[config.mk]
export PLATFORM = sky130hd
export DESIGN_NAME = debug_breakpoint_control
export DESIGN_NICKNAME = d
export VERILOG_FILES = /design/src/hdl/unused_placeholder_none.sv /design/src/inc/debug_break_pkg.sv /design/src/hdl/address_match_set.sv /design/src/hdl/debug_breakpoint_control.sv
export SDC_FILE = /design/constraint.sdc
export NUM_CORES = 1
export LEC_CHECK = 0
export BUFFER_PORTS_ARGS = -buffer_cell sky130_fd_sc_hd__buf_4
export CELL_PAD_IN_SITES_DETAIL_PLACEMENT = 0
export CELL_PAD_IN_SITES_GLOBAL_PLACEMENT = 1
export CORE_MARGIN = 2
export CORE_UTILIZATION = 47
export DETAILED_ROUTE_END_ITERATION = 8
export PLACE_DENSITY_LB_ADDON = 0.25
export REMOVE_ABC_BUFFERS = 1
export SYNTH_ARGS = -nofsm -noshare
export SYNTH_HDL_FRONTEND = slang
export SYNTH_HIERARCHICAL = 1
export SYNTH_SLANG_ARGS = --single-unit
[constraint.sdc]
create_clock -name clk -period 5.3 [get_ports clk]
set_input_delay 0.265 -clock clk [delete_from_list [all_inputs] [get_ports clk]]
set_output_delay 0.265 -clock clk [all_outputs]
set_load 0.005 [all_outputs]
[src/hdl/unused_placeholder_none.sv]
// intentionally empty file with no module
`timescale 1ns/1ps

[src/inc/debug_break_pkg.sv]
// package: break control layout, debug register offsets and carrier types
package debug_break_pkg;

    // ==================================================================
    // widths
    // ==================================================================
    localparam int ADDR_W = 24;
    localparam int BYTE_W = 8;
    localparam int NUM_SETS = 4;

    // ==================================================================
    // debug register offsets (write-only space)
    // ==================================================================
    localparam logic [7:0] MATCH_FIRST_OFFSET = 8'h00;
    localparam logic [7:0] MATCH_LAST_OFFSET = 8'h0E;
    localparam logic [7:0] BREAK_CONTROL_OFFSET = 8'h10;
    localparam logic [1:0] MATCH_LOW_BYTE = 2'h0;
    localparam logic [1:0] MATCH_HIGH_BYTE = 2'h1;
    localparam logic [1:0] MATCH_UPPER_BYTE = 2'h2;

    // ==================================================================
    // reset values
    // ==================================================================
    localparam logic [7:0] BREAK_CONTROL_RESET = 8'h00;
    localparam logic [23:0] MATCH_RESET = 24'h000000;

    // ==================================================================
    // carrier types
    // ==================================================================
    // field order follows bit 7 down to bit 0 of break_control
    typedef struct packed {
        logic       next_instr_break;
        logic [3:0] match_set_enable;
        logic       set1_page_match;
        logic       set0_page_match;
        logic       single_step;
    } break_control_t;

    typedef struct packed {
        logic       wr_en;
        logic [7:0] addr;
        logic [7:0] data;
    } reg_write_t;

    typedef struct packed {
        logic        fetch;
        logic        boundary;
        logic        long_address_mode;
        logic [7:0]  memory_base_byte;
        logic [23:0] addr;
    } cpu_bus_t;

endpackage

[src/hdl/address_match_set.sv]
// one address-match comparator with optional low-byte ignore
`timescale 1ns/1ps
module address_match_set #(
    parameter int ADDR_W = 24
) (
    input  wire logic [ADDR_W-1:0] match_addr,
    input  wire logic [ADDR_W-1:0] cpu_addr,
    input  wire logic              enable,
    input  wire logic              page_match,
    output wire logic              hit
);
    wire logic upper_equal;
    wire logic low_equal;

    assign upper_equal = (cpu_addr[ADDR_W-1:8] == match_addr[ADDR_W-1:8]);
    assign low_equal   = (cpu_addr[7:0] == match_addr[7:0]);
    // page mode drops the low byte so the whole 256-byte page hits
    assign hit = enable & upper_equal & (page_match | low_equal);
endmodule // address_match_set

[src/hdl/debug_breakpoint_control.sv]
// breakpoint, forced break and single-step control of the serial debug interface
`timescale 1ns/1ps
// What this block does
// - break when enabled set equals instruction address
// - breaks only at instruction boundaries, deferred
// - address match sets next instruction break bit
// - break held until host clears bit
// - host writing one forces next break
// - clock high, data low at reset arms
// - bits six to three enable sets three-zero
// - set one full compare when not paged
// - set one paged compares address bits 23-8
// - bit one pages set zero likewise
// - bit zero breaks after every instruction
// - compare long address or base byte concatenation
// - match break puts CPU into debug mode
module debug_breakpoint_control #(
    parameter int ADDR_W   = debug_break_pkg::ADDR_W,
    parameter int NUM_SETS = debug_break_pkg::NUM_SETS
) (
    input  wire logic                       clk,
    input  wire logic                       resetn,
    input  wire debug_break_pkg::reg_write_t reg_write,
    input  wire debug_break_pkg::cpu_bus_t   cpu_bus,
    input  wire logic                       debug_link_clock_pin,
    input  wire logic                       debug_link_data_pin,
    output logic                            cpu_break,
    output debug_break_pkg::break_control_t break_control_state
);
    // ==================================================================
    // compared address
    // ==================================================================
    function automatic logic [ADDR_W-1:0] compare_address(
        input debug_break_pkg::cpu_bus_t bus
    );
        if (bus.long_address_mode)
            compare_address = bus.addr;
        else
            compare_address = {bus.memory_base_byte, bus.addr[15:0]};
    endfunction

    // ==================================================================
    // registers
    // ==================================================================
    // halted is the only state that stops the core
    typedef enum logic [0:0] {
        RUNNING = 1'b0,
        HALTED  = 1'b1
    } halt_state_t;

    debug_break_pkg::break_control_t break_control;
    debug_break_pkg::break_control_t next_break_control;
    logic [ADDR_W-1:0]               match_addr [NUM_SETS];
    logic                            match_pending;
    halt_state_t                     halt_state;
    halt_state_t                     next_halt_state;
    wire logic                       break_active;
    logic                            strap_window;
    logic [1:0]                      clock_pin_sync;
    logic [1:0]                      data_pin_sync;

    // ==================================================================
    // write decode
    // ==================================================================
    wire logic        ctl_write;
    wire logic        match_write;
    wire logic [1:0]  match_set_sel;
    wire logic [1:0]  match_byte_sel;
    wire logic [7:0]  write_data;
    wire debug_break_pkg::break_control_t write_ctl;

    assign write_data     = reg_write.data;
    assign write_ctl      = debug_break_pkg::break_control_t'(write_data);
    assign ctl_write      = reg_write.wr_en & (reg_write.addr == debug_break_pkg::BREAK_CONTROL_OFFSET);
    assign match_write    = reg_write.wr_en
                          & (reg_write.addr >= debug_break_pkg::MATCH_FIRST_OFFSET)
                          & (reg_write.addr <= debug_break_pkg::MATCH_LAST_OFFSET);
    assign match_set_sel  = reg_write.addr[3:2];
    assign match_byte_sel = reg_write.addr[1:0];

    // ==================================================================
    // match units
    // ==================================================================
    wire logic [ADDR_W-1:0]   cmp_addr;
    wire logic [NUM_SETS-1:0] set_hit;
    wire logic [NUM_SETS-1:0] set_page;
    wire logic                any_hit;

    assign cmp_addr = compare_address(cpu_bus);
    // only sets 0 and 1 have a page mode
    assign set_page = {{(NUM_SETS-2){1'b0}},
                       break_control.set1_page_match,
                       break_control.set0_page_match};

    genvar g;
    generate
        for (g = 0; g < NUM_SETS; g++) begin : g_set
            address_match_set #(
                .ADDR_W     (ADDR_W)
            ) u_match (
                .match_addr (match_addr[g]),
                .cpu_addr   (cmp_addr),
                .enable     (break_control.match_set_enable[g]),
                .page_match (set_page[g]),
                .hit        (set_hit[g])
            );

            always_ff @(posedge clk) begin
                if (!resetn) begin
                    match_addr[g] <= debug_break_pkg::MATCH_RESET;
                end else if (match_write && match_set_sel == 2'(g)) begin
                    case (match_byte_sel)
                        debug_break_pkg::MATCH_LOW_BYTE:   match_addr[g][7:0]   <= write_data;
                        debug_break_pkg::MATCH_HIGH_BYTE:  match_addr[g][15:8]  <= write_data;
                        debug_break_pkg::MATCH_UPPER_BYTE: match_addr[g][23:16] <= write_data;
                        default:                           match_addr[g]        <= match_addr[g];
                    endcase
                end
            end
        end
    endgenerate

    assign any_hit = (|set_hit) & cpu_bus.fetch & ~break_active;

    // ==================================================================
    // break decision at boundary
    // ==================================================================
    wire logic strap_arm;
    wire logic boundary;
    wire logic take_break;
    wire logic hw_set_next;
    wire logic release_write;

    // synchroniser outputs only; first stages stay unread
    assign strap_arm   = strap_window & clock_pin_sync[1] & ~data_pin_sync[1];
    assign boundary    = cpu_bus.boundary & ~break_active;
    assign hw_set_next = boundary & (match_pending | any_hit | break_control.single_step);
    assign take_break  = boundary & (hw_set_next | break_control.next_instr_break);
    assign release_write = ctl_write & ~write_ctl.next_instr_break;

    // ==================================================================
    // pin synchronisers
    // ==================================================================
    always_ff @(posedge clk) begin
        clock_pin_sync <= {clock_pin_sync[0], debug_link_clock_pin};
        data_pin_sync  <= {data_pin_sync[0], debug_link_data_pin};
    end

    // ==================================================================
    // control state
    // ==================================================================
    always_comb begin
        next_break_control = break_control;
        if (ctl_write) begin
            next_break_control = write_ctl;
        end
        // hardware set wins over a host clear in the same cycle
        if (hw_set_next || strap_arm) begin
            next_break_control.next_instr_break = 1'b1;
        end
    end

    // strap looked at in the first cycle after release only
    always_ff @(posedge clk) begin
        if (!resetn) begin
            strap_window <= 1'b1;
        end else begin
            strap_window <= 1'b0;
        end
    end

    always_ff @(posedge clk) begin
        if (!resetn) begin
            break_control <= debug_break_pkg::BREAK_CONTROL_RESET;
        end else begin
            break_control <= next_break_control;
        end
    end

    always_ff @(posedge clk) begin
        if (!resetn) begin
            match_pending <= 1'b0;
        end else if (boundary) begin
            match_pending <= 1'b0;
        end else if (any_hit) begin
            match_pending <= 1'b1;
        end
    end

    // ==================================================================
    // halt state machine
    // ==================================================================
    // a release while running is a no-op, so the host may clear freely
    always_comb begin
        next_halt_state = halt_state;
        case (halt_state)
            RUNNING: begin
                if (take_break) begin
                    next_halt_state = HALTED;
                end
            end
            HALTED: begin
                if (release_write) begin
                    next_halt_state = RUNNING;
                end
            end
            default: begin
                next_halt_state = RUNNING;
            end
        endcase
    end

    always_ff @(posedge clk) begin
        if (!resetn) begin
            halt_state <= RUNNING;
        end else begin
            halt_state <= next_halt_state;
        end
    end

    assign break_active        = (halt_state == HALTED);
    assign cpu_break           = break_active;
    assign break_control_state = break_control;
endmodule // debug_breakpoint_control

* Word-level counts from Yosys, hierarchy flattened
Memories as Yosys holds them, arrays and structs flattened. Cells that the tools add are included.
Word-level totals: bits in registers 15, memory bits (writable) 96, input bits 56, memories 1
Cells by class: order comparisons 2, eq/ne operators 14, mux-type cells 83, bitwise gates (word level) 52, reductions and logical operators 11
Memory list:
- match_addr | words 4, width 24, read ports 4, clocked after memory_dff 0, wr ports 4, line debug_breakpoint_control.sv:53 | logic [ADDR_W-1:0] match_addr [NUM_SETS];
Operators by type and width (number):
- 2-to-1 mux 8 bit | 25
- == test 16 bit | 4
- 2-to-1 mux 1 bit | 56
- == test 8 bit | 4
- OR 1 bit | 29
- 2-to-1 mux 24 bit | 1
- AND 1 bit | 19
- == test 8 x 5 -> 1 bit (second input constant) | 1
- greater-or-equal comparator 8 x 1 -> 1 bit (second input constant) | 1
- <= comparator 8 x 4 -> 1 bit (second input constant) | 1
- == test 2 bit (second input constant) | 3
- == test 2 x 1 -> 1 bit (second input constant) | 2
- logical AND 1 bit | 4
- logical NOT 2 bit | 2
- inverter 1 bit | 4
- OR reduction 4 bit | 1
- OR reduction 3 bit | 1
- one-hot mux 1 bit (2 select lines) | 1
- nonzero test 2 bit | 1
- OR reduction 2 bit | 1
- logical OR 1 bit | 1

* Depth between registers and ports, before layout
Gate-level depths: netlist of the first run.
word-level depth 14, mapped depth 10, mapped depth without buffers 9

* By module
The synthesis of the first run kept the hierarchy.
Modules (own cells, without submodules):
- debug_breakpoint_control | instances 1, cells each 303, area each 4396.7 um^2, seq. area each 3183.1 um^2
- address_match_set | instances 4, cells each 34, area each 290.3 um^2, seq. area each 0.0 um^2

* Worst setup path after synthesis of the first run
Ideal clock, no wire load.
path kind input port to flip-flop, start input cpu_bus[32] (netlist bit), end register break_control (netlist bit break_control_state[7]), setup time 74 ps, arrival 2193 ps, required time 5226 ps, path slack 3033 ps, stages on the path 10, buffers on the path 1, cell sequence clkbuf_1 > mux2_2 > xor2_1 > nor4_2 > nand4_1 > nor3_2 > nor4_1 > nor3b_1 > o31ai_1 > a31oi_1
On the way: longest elaborated chain between the ends 12, elaborated cells between the ends (all ways) 22
Ends and longest elaborated chain:
- start, declared | line debug_breakpoint_control.sv:24 | input wire debug_break_pkg::cpu_bus_t cpu_bus,
- 2-to-1 mux 24 bit * | line debug_breakpoint_control.sv:36 | if (bus.long_address_mode)
- named net cmp_addr[22] | line debug_breakpoint_control.sv:84 | wire logic [ADDR_W-1:0] cmp_addr;
- == test 16 bit * | line address_match_set.sv:15 | assign upper_equal = (cpu_addr[ADDR_W-1:8] == match_addr[ADDR_W-1:8]);
- AND 1 bit * (2 in series) | line address_match_set.sv:18 | assign hit = enable & upper_equal & (page_match | low_equal);
- named net set_hit[1] | line debug_breakpoint_control.sv:85 | wire logic [NUM_SETS-1:0] set_hit;
- OR reduction 4 bit * | line debug_breakpoint_control.sv:123 | assign any_hit = (|set_hit) & cpu_bus.fetch & ~break_active;
- AND 1 bit * (2 in series) | line debug_breakpoint_control.sv:123
- OR 1 bit * (2 in series) | line debug_breakpoint_control.sv:137 | assign hw_set_next = boundary & (match_pending | any_hit | break_control.single_step);
- AND 1 bit * | line debug_breakpoint_control.sv:137
- logical OR 1 bit * | line debug_breakpoint_control.sv:158 | if (hw_set_next || strap_arm) begin
- 2-to-1 mux 1 bit or nonzero test 2 bit (tied branches)
- end signal, assigned | line debug_breakpoint_control.sv:174 | break_control <= debug_break_pkg::BREAK_CONTROL_RESET;
- end signal, assigned | line debug_breakpoint_control.sv:176 | break_control <= next_break_control;
- end, declared | line debug_breakpoint_control.sv:51 | debug_break_pkg::break_control_t break_control;
Mark *: on every way through the listed nets, which the timed path passes. The rest lies on a longest branch. A chain may end at the register's enable or synchronous reset.

==> results.tsv, run 1 <==
stage	metric	value	unit
outcome	status	finished, final reports clean	
clocking	Root Buffer Master	clkbuf_16	
final_layout	FF/Latch Area	3180	µm²
floorplanning	core box area	11500	µm²
timing	final slew viol count	0	
timing	Tcrit/Tclk final	42.3	%
critical_path	WP data required	5510	ps
clocking	CTS Hold Bufs	0	
critical_path	CP endpoint kind	register	
grt	initial antenna violation count	0	
critical_path	slowest cell on the critical path	nor4_1	
floorplanning	I/O pin count	65	
final_layout	Layout area overhead	16.5	%
critical_path	Critical Path, Cell by Cell	xor2_1, nor4_1, a21oi_1, nor3_2, nor4_1, nor3b_1, o31ai_1, a31oi_1	
critical_path	Worst Setup Start Kind	register	
hold_path	Hold Crit Class	input pin to register	
timing	Slew @ Worst Pin	1300	ps
placed_design	routability cong.	0.920	
timing	Peak Freq	0.446	GHz
synthesis	Synth Register Bits	111	
floorplanning	floorplan row count	39	
critical_path	Worst Path Arrival	2450	ps
clocking	TritonCTS buffer count	9	
final_layout	Final Net Count	562	
detailed_routing	DRC viols	0	
synthesis	post-synthesis sequential area ratio	57.3	%
detailed_routing	final wirelength	12.7	mm
clocking	Clock transition at path regs	70	ps
job	MaxCap Viol Count	0	
critical_path	crit-path most repeated cell	nor4_1	
clocking	clock sink count	111	
grt	number of global-route vias before repair	3480	
power	worst vdd ir	0.169	mV
synthesis	area fraction in and, or, nand and nor cells after synthesis	21.2	%
critical_path	launching point of the worst reg2reg path	match_addr[1][1]$_SDFFCE_PN0P_	
critical_path	Worst path top cell family by delay	simple AND/OR/NAND/NOR gates	
synthesis	Mapped Area	5560	µm²
critical_path	Crit Path Class	register to register	
detailed_routing	Vias	3498	
synthesis	Yosys Warn Count	6	
floorplanning	die height	113	µm
clocking	CTS tree	built	
final_layout	fillers	941	
synthesis	multiplexer area fraction after synthesis	3.06	%
synthesis	Netlist cell types	34	
floorplanning	Starting Density	48.5	%
final_layout	final instance area	6480	µm²
timing	Final Hold Viols	0	
critical_path	critical path launch point	match_addr[1][1]$_SDFFCE_PN0P_	
power	PnR Total Power	0.00185	W
detailed_routing	wire length per cell	19.4	µm
timing	Setup Skew	3.80	ps
critical_path	Worst path max stage delay	520	ps
floorplanning	die width	113	µm
placed_design	input/output buffers	64	
detailed_routing	DR vias/cell	5.35	
clocking	Resize count post-CTS	0	
grt	pin count of the biggest net entering global routing	19	
final_layout	diodes inserted	0	
clocking	Worst-Skew Late Latency	340	ps
critical_path	CP bufs+invs	0	
placed_design	Placement Cell Area	6190	µm²
critical_path	worst-path fanout max	2	
power	pwr dens	285	nW/µm²
synthesis	largest family of logic cells by synthesized area	simple AND/OR/NAND/NOR gates	
final_layout	layout cell share with drive strength beyond 1	22.5	%
timing	final hold slack	24.4	ps
detailed_routing	Antenna Nets Post-Route	0	
final_layout	most frequent cells in the layout	96 x and2_1, 96 x edfxtp_1, 92 x xor2_1, 68 x buf_4, 19 x nor2_1	
synthesis	Mapped Cells	439	
grt	All-Layer GR Usage	20.9	%
hold_path	HP Start	debug_link_clock_pin	
synthesis	fraction of the mapped netlist area in adder cells	0	%
synthesis	compound-gate portion of the synthesized area	1.89	%
grt	first-pass GRT wire length	19.7	mm
timing	worst relative slew slack	12.7	%
power	Leak	2.48	nW
timing	setup TNS	0	ps
timing	final worst path period need	2240	ps
detailed_routing	total iterations of the first detailed-routing run	5	
placed_design	HPWL Detailed	9.59	mm
grt	global route total overflow	0	
clocking	CTS HTree Levels	3	
clocking	Post-CTS Setup Bufs	0	
synthesis	Synth Area per Inst	12.7	µm²
timing	setup violators final	0	
detailed_routing	Iter 0 DRT Violations	195	
floorplanning	Die ar.	12700	µm²
synthesis	XOR/XNOR Fraction of Synth Area	15.1	%
timing	unrepaired setup endpoints after global routing	no	
clocking	Max Root-Sink Buffers	2	
final_layout	Multi-input gate area	2300	µm²
## registers in the layout, indices dropped and copies added, names as in the netlist
| name | count |
|---|---|
| data_pin_sync | 2 |
| match_pending | 1 |
| cpu_break | 1 |
| match_addr | 96 |
| strap_window | 1 |
| break_control_state | 8 |
| clock_pin_sync | 2 |
## synth_stat cells
| master | n | area, µm² |
|---|---|---|
| edfxtp_1 | 96 | 2880 |
| nand4_2 | 1 | 12.5 |
| nor4_2 | 12 | 150 |
| nor3_2 | 5 | 50.1 |
| inv_1 | 3 | 11.3 |
| nor3b_1 | 1 | 7.51 |
| nor2_2 | 3 | 18.8 |
| o21ai_1 | 1 | 5.00 |
| buf_6 | 2 | 22.5 |
| clkbuf_1 | 11 | 41.3 |
| nand4b_2 | 1 | 15.0 |
| xor2_1 | 92 | 806 |
| o21ai_0 | 12 | 60.1 |
| a21oi_1 | 4 | 20.0 |
| nor4_1 | 9 | 56.3 |
| nand2b_1 | 2 | 12.5 |
| o31ai_1 | 1 | 7.51 |
| xnor2_1 | 4 | 35.0 |
| and2_1 | 96 | 601 |
| nand4_1 | 6 | 37.5 |
| a31oi_1 | 2 | 12.5 |
| dfxtp_1 | 15 | 300 |
| mux2i_1 | 8 | 80.1 |
| nor3_1 | 5 | 25.0 |
| nand3_1 | 6 | 30.0 |
| nor4b_4 | 1 | 23.8 |
| nand2_1 | 6 | 22.5 |
| nand2_2 | 1 | 6.26 |
| and2b_2 | 2 | 17.5 |
| and2b_1 | 2 | 15.0 |
| nand3b_1 | 1 | 7.51 |
| conb_1 | 1 | 3.75 |
| mux2_2 | 8 | 90.1 |
| nor2_1 | 19 | 71.3 |
## logic make-up after synthesis
logic type	Yosys count
other	1
flip-flops	111
multiplexers	16
XOR/XNOR	96
buffers and inverters	16
AND/OR/NAND/NOR	179
AO/OA/AOI/OAI	20
## per-stage QoR
step,cells,util [%],setup slack (ps)
finish,654,56.5,3060
CTS,654,56.5,2980
global placement,638,54.0,2820
detailed placement,638,54.0,2730
floorplan,427,-,3360
global route,654,56.5,2870
## path summary, 6_finish.rpt
check	to	slack, ps	cells after the start
worst max-delay path	cpu_break$_SDFF_PN0_	3060	8
worst min-delay path	clock_pin_sync[0]$_DFF_P_	20	1
worst max register to register	cpu_break$_SDFF_PN0_	3060	8
worst min register to register	clock_pin_sync[1]$_DFF_P_	330	0
## routing by layer
metal  vias to the layer above  global-route usage, %  part of all wire (%)
met5                         -                      0                     0
met4                         0                   6.34                   1.5
met3                        13                   2.95                   6.1
met2                       109                   31.4                    44
met1                      1714                   31.7                    48
li1                       1662                      -                     -
## layout make-up
cell class,instances,area share (%)
Inverter,3,0.174
Clock buffer,14,4.25
Tap cell,143,2.76
Sequential cell,111,49.1
Timing Repair Buffer,68,7.88
Clock inverter,2,0.213
Multi-Input combinational cell,313,35.6
## power breakdown
group          leakage, nW  switching, W  internal [W]  total, W
Clock                0.142      0.000288      0.000361  0.000649
Sequential            1.03     0.0000209      0.000988   0.00101
Combinational         1.30      0.000109     0.0000801  0.000189
Total                 2.48      0.000417       0.00143   0.00185
Note: power is estimated with default switching activity, not from simulation.
==> run 2, diff against run 1 <==
Clock period 5.3 ns to 2.23 ns, I/O delays scaled along.
==> results.tsv, run 2 (synthesis results as in run 1) <==
stage	metric	value	unit	change
grt	first-pass GRT wire length	20.4	mm	+3.7%
final_layout	Layout area overhead	20.1	%	
timing	Setup Skew	6.80	ps	+2.99 ps
clocking	clock sink count	111		unchanged
detailed_routing	DR vias/cell	5.31		-0.71%
grt	number of global-route vias before repair	3619		+4.0%
floorplanning	floorplan row count	39		unchanged
timing	final worst path period need	2100	ps	-140 ps
timing	unrepaired setup endpoints after global routing	no		
floorplanning	core box area	11500	µm²	unchanged
grt	pin count of the biggest net entering global routing	19		unchanged
clocking	Clock transition at path regs	70	ps	about the same
clocking	Worst-Skew Late Latency	350	ps	about the same
placed_design	input/output buffers	64		unchanged
clocking	Max Root-Sink Buffers	2		unchanged
grt	global route total overflow	0		unchanged
detailed_routing	routed length on met3	847	µm	+8.9%
detailed_routing	final wirelength	13.1	mm	+3.4%
timing	Final Hold Viols	0		unchanged
final_layout	fillers	957		+1.7%
timing	Peak Freq	0.476	GHz	+6.7%
power	Logic pwr share	10.4	%	+0.2 points
detailed_routing	total iterations of the first detailed-routing run	5		unchanged
floorplanning	Die ar.	12700	µm²	unchanged
power	NetSw	0.00103	W	+150%
clocking	Root Buffer Master	clkbuf_16		
grt	All-Layer GR Usage	21.7	%	+0.84 points
critical_path	worst-path fanout max	2		unchanged
final_layout	max FFs per register	96		unchanged
detailed_routing	Highest Signal Layer	met4		
timing	worst relative slew slack	59.4	%	+47 points
outcome	status	finished, final reports clean		
floorplanning	die height	113	µm	unchanged
timing	Slew @ Worst Pin	608	ps	-688 ps
critical_path	Worst Path Arrival	2380	ps	-70 ps
critical_path	WP data required	2510	ps	-3000 ps
critical_path	launching point of the worst reg2reg path	match_addr[2][8]$_SDFFCE_PN0P_		
detailed_routing	met1 wire length	6.22	mm	+2.3%
power	PnR Total Power	0.00462	W	+150%
detailed_routing	Iter 0 DRT Violations	197		+1.0%
final_layout	final design utilization	58.2	%	+1.7 points
detailed_routing	wire length per cell	19.6	µm	+1.1%
power	worst vdd ir	0.454	mV	+170%
final_layout	layout cell share with drive strength beyond 1	25.5	%	+3.0 points
power	Leak	2.59	nW	+4.5%
timing	final slew viol count	0		unchanged
clocking	CTS HTree Levels	3		unchanged
power	Pint	0.00359	W	+150%
power	Sw Share	22.3	%	-0.26 points
final_layout	Final Net Count	577		+2.7%
floorplanning	Starting Density	48.5	%	unchanged
placed_design	HPWL Detailed	9.43	mm	-1.7%
detailed_routing	Vias	3553		+1.6%
detailed_routing	Antenna Nets Post-Route	0		unchanged
power	clock share of power	37.9	%	+2.7 points
critical_path	CP endpoint kind	register		
critical_path	FF-to-FF End	break_control_state[7]$_SDFFE_PN0P_		
critical_path	flop-to-flop setup slack	130	ps	-2930 ps
job	MaxCap Viol Count	0		unchanged
timing	setup violators final	0		unchanged
final_layout	diodes inserted	0		unchanged
final_layout	Top reg by flops	match_addr		
power	pwr dens	692	nW/µm²	+140%
critical_path	Worst Setup Start Kind	register		
final_layout	most frequent cells in the layout	96 x and2_1, 96 x edfxtp_1, 92 x xor2_1, 81 x buf_4, 19 x nor2_1		
hold_path	HP Start	cpu_bus[33]		
critical_path	Crit Path Class	register to register		
power	Reg power frac	51.8	%	-2.8 points
clocking	CTS tree	built		
critical_path	CP Capture Point	break_control_state[7]$_SDFFE_PN0P_		
floorplanning	die width	113	µm	unchanged
floorplanning	I/O pin count	65		unchanged
placed_design	routability cong.	0.820		-11%
critical_path	Reg2Reg Depth	8		unchanged
hold_path	Hold Crit Class	input pin to register		
critical_path	critical path launch point	match_addr[2][8]$_SDFFCE_PN0P_		
grt	initial antenna violation count	0		unchanged
detailed_routing	DRC viols	0		unchanged
detailed_routing	DR WL met2	5.90	mm	+4.6%
timing	Tcrit/Tclk final	94.3	%	+52 points
clocking	TritonCTS buffer count	9		unchanged
-- run 2: area by class of cell --
| cell class | count | area [µm²] | area share (%) |
|---|---|---|---|
| Timing Repair Buffer | 83 | 628 | 9.41 |
| Multi-Input combinational cell | 313 | 2340 | 35.0 |
| Clock buffer | 12 | 289 | 4.33 |
| Clock inverter | 4 | 46.3 | 0.694 |
| Sequential cell | 111 | 3180 | 47.7 |
| Inverter | 3 | 11.3 | 0.169 |
| Tap cell | 143 | 179 | 2.68 |
-- run 2: worst min path at each step --
| stage | to | slack (ps) | cells past startpoint |
|---|---|---|---|
| detailed placement | clock_pin_sync[0]$_DFF_P_ | 220 | 1 |
| CTS | match_pending$_SDFFE_PP0P_ | 110 | 3 |
| global placement | clock_pin_sync[0]$_DFF_P_ | 220 | 1 |
| finish | match_pending$_SDFFE_PP0P_ | 140 | 3 |
| global route | match_pending$_SDFFE_PP0P_ | 150 | 3 |
| floorplan | clock_pin_sync[0]$_DFF_P_ | 140 | 0 |
-- run 2: what timing repair did --
item,4_1_cts,5_1_grt
hold buffers,2,0
resized for setup,0,6
setup endpoints to repair,2,3
buffers inserted,0,1
gates cloned,0,0
endpoints found under the hold margin,2,0
pin swaps,1,13
-- run 2: metrics by stage --
stage | area, µm² | setup TNS [ps] | worst slack (ps) | hold WS (ps) | std cells
finish | 6680 | 0 | 127 | 140 | 669
detailed placement | 6280 | -692 | -260 | 217 | 651
global placement | 6280 | -513 | -209 | 217 | 651
floorplan | 5500 | 0 | 443 | 139 | 427
global route | 6680 | 0 | 13.5 | 152 | 669
CTS | 6640 | 0 | 7.80 | 107 | 669
-- run 2: metal layers --
metal,vias to the layer above,track usage [%]
li1,1689,-
met1,1747,32.7
met2,106,32.7
met3,11,2.79
met4,0,7.32
met5,-,0
-- run 2: worst max-delay path, cell delays in order (launching register included) --
cell and delay, ps:
edfxtp_1 380, xor2_1 180, nor4_2 380, nand4_1 190
nor3_2 300, nor4_4 100, nor3b_4 240, o31ai_2 120
a31oi_1 160
-- run 2: power by group through the flow --
stage | logic (W) | clock network, W | registers, W
2_1_floorplan | 0.000238 | 0 | 0.00243
3_3_place_gp | 0.000462 | 0 | 0.00244
3_5_place_dp | 0.000470 | 0 | 0.00244
4_1_cts | 0.000476 | 0.00177 | 0.00239
5_1_grt | 0.000524 | 0.00183 | 0.00240
6_report | 0.000479 | 0.00175 | 0.00239
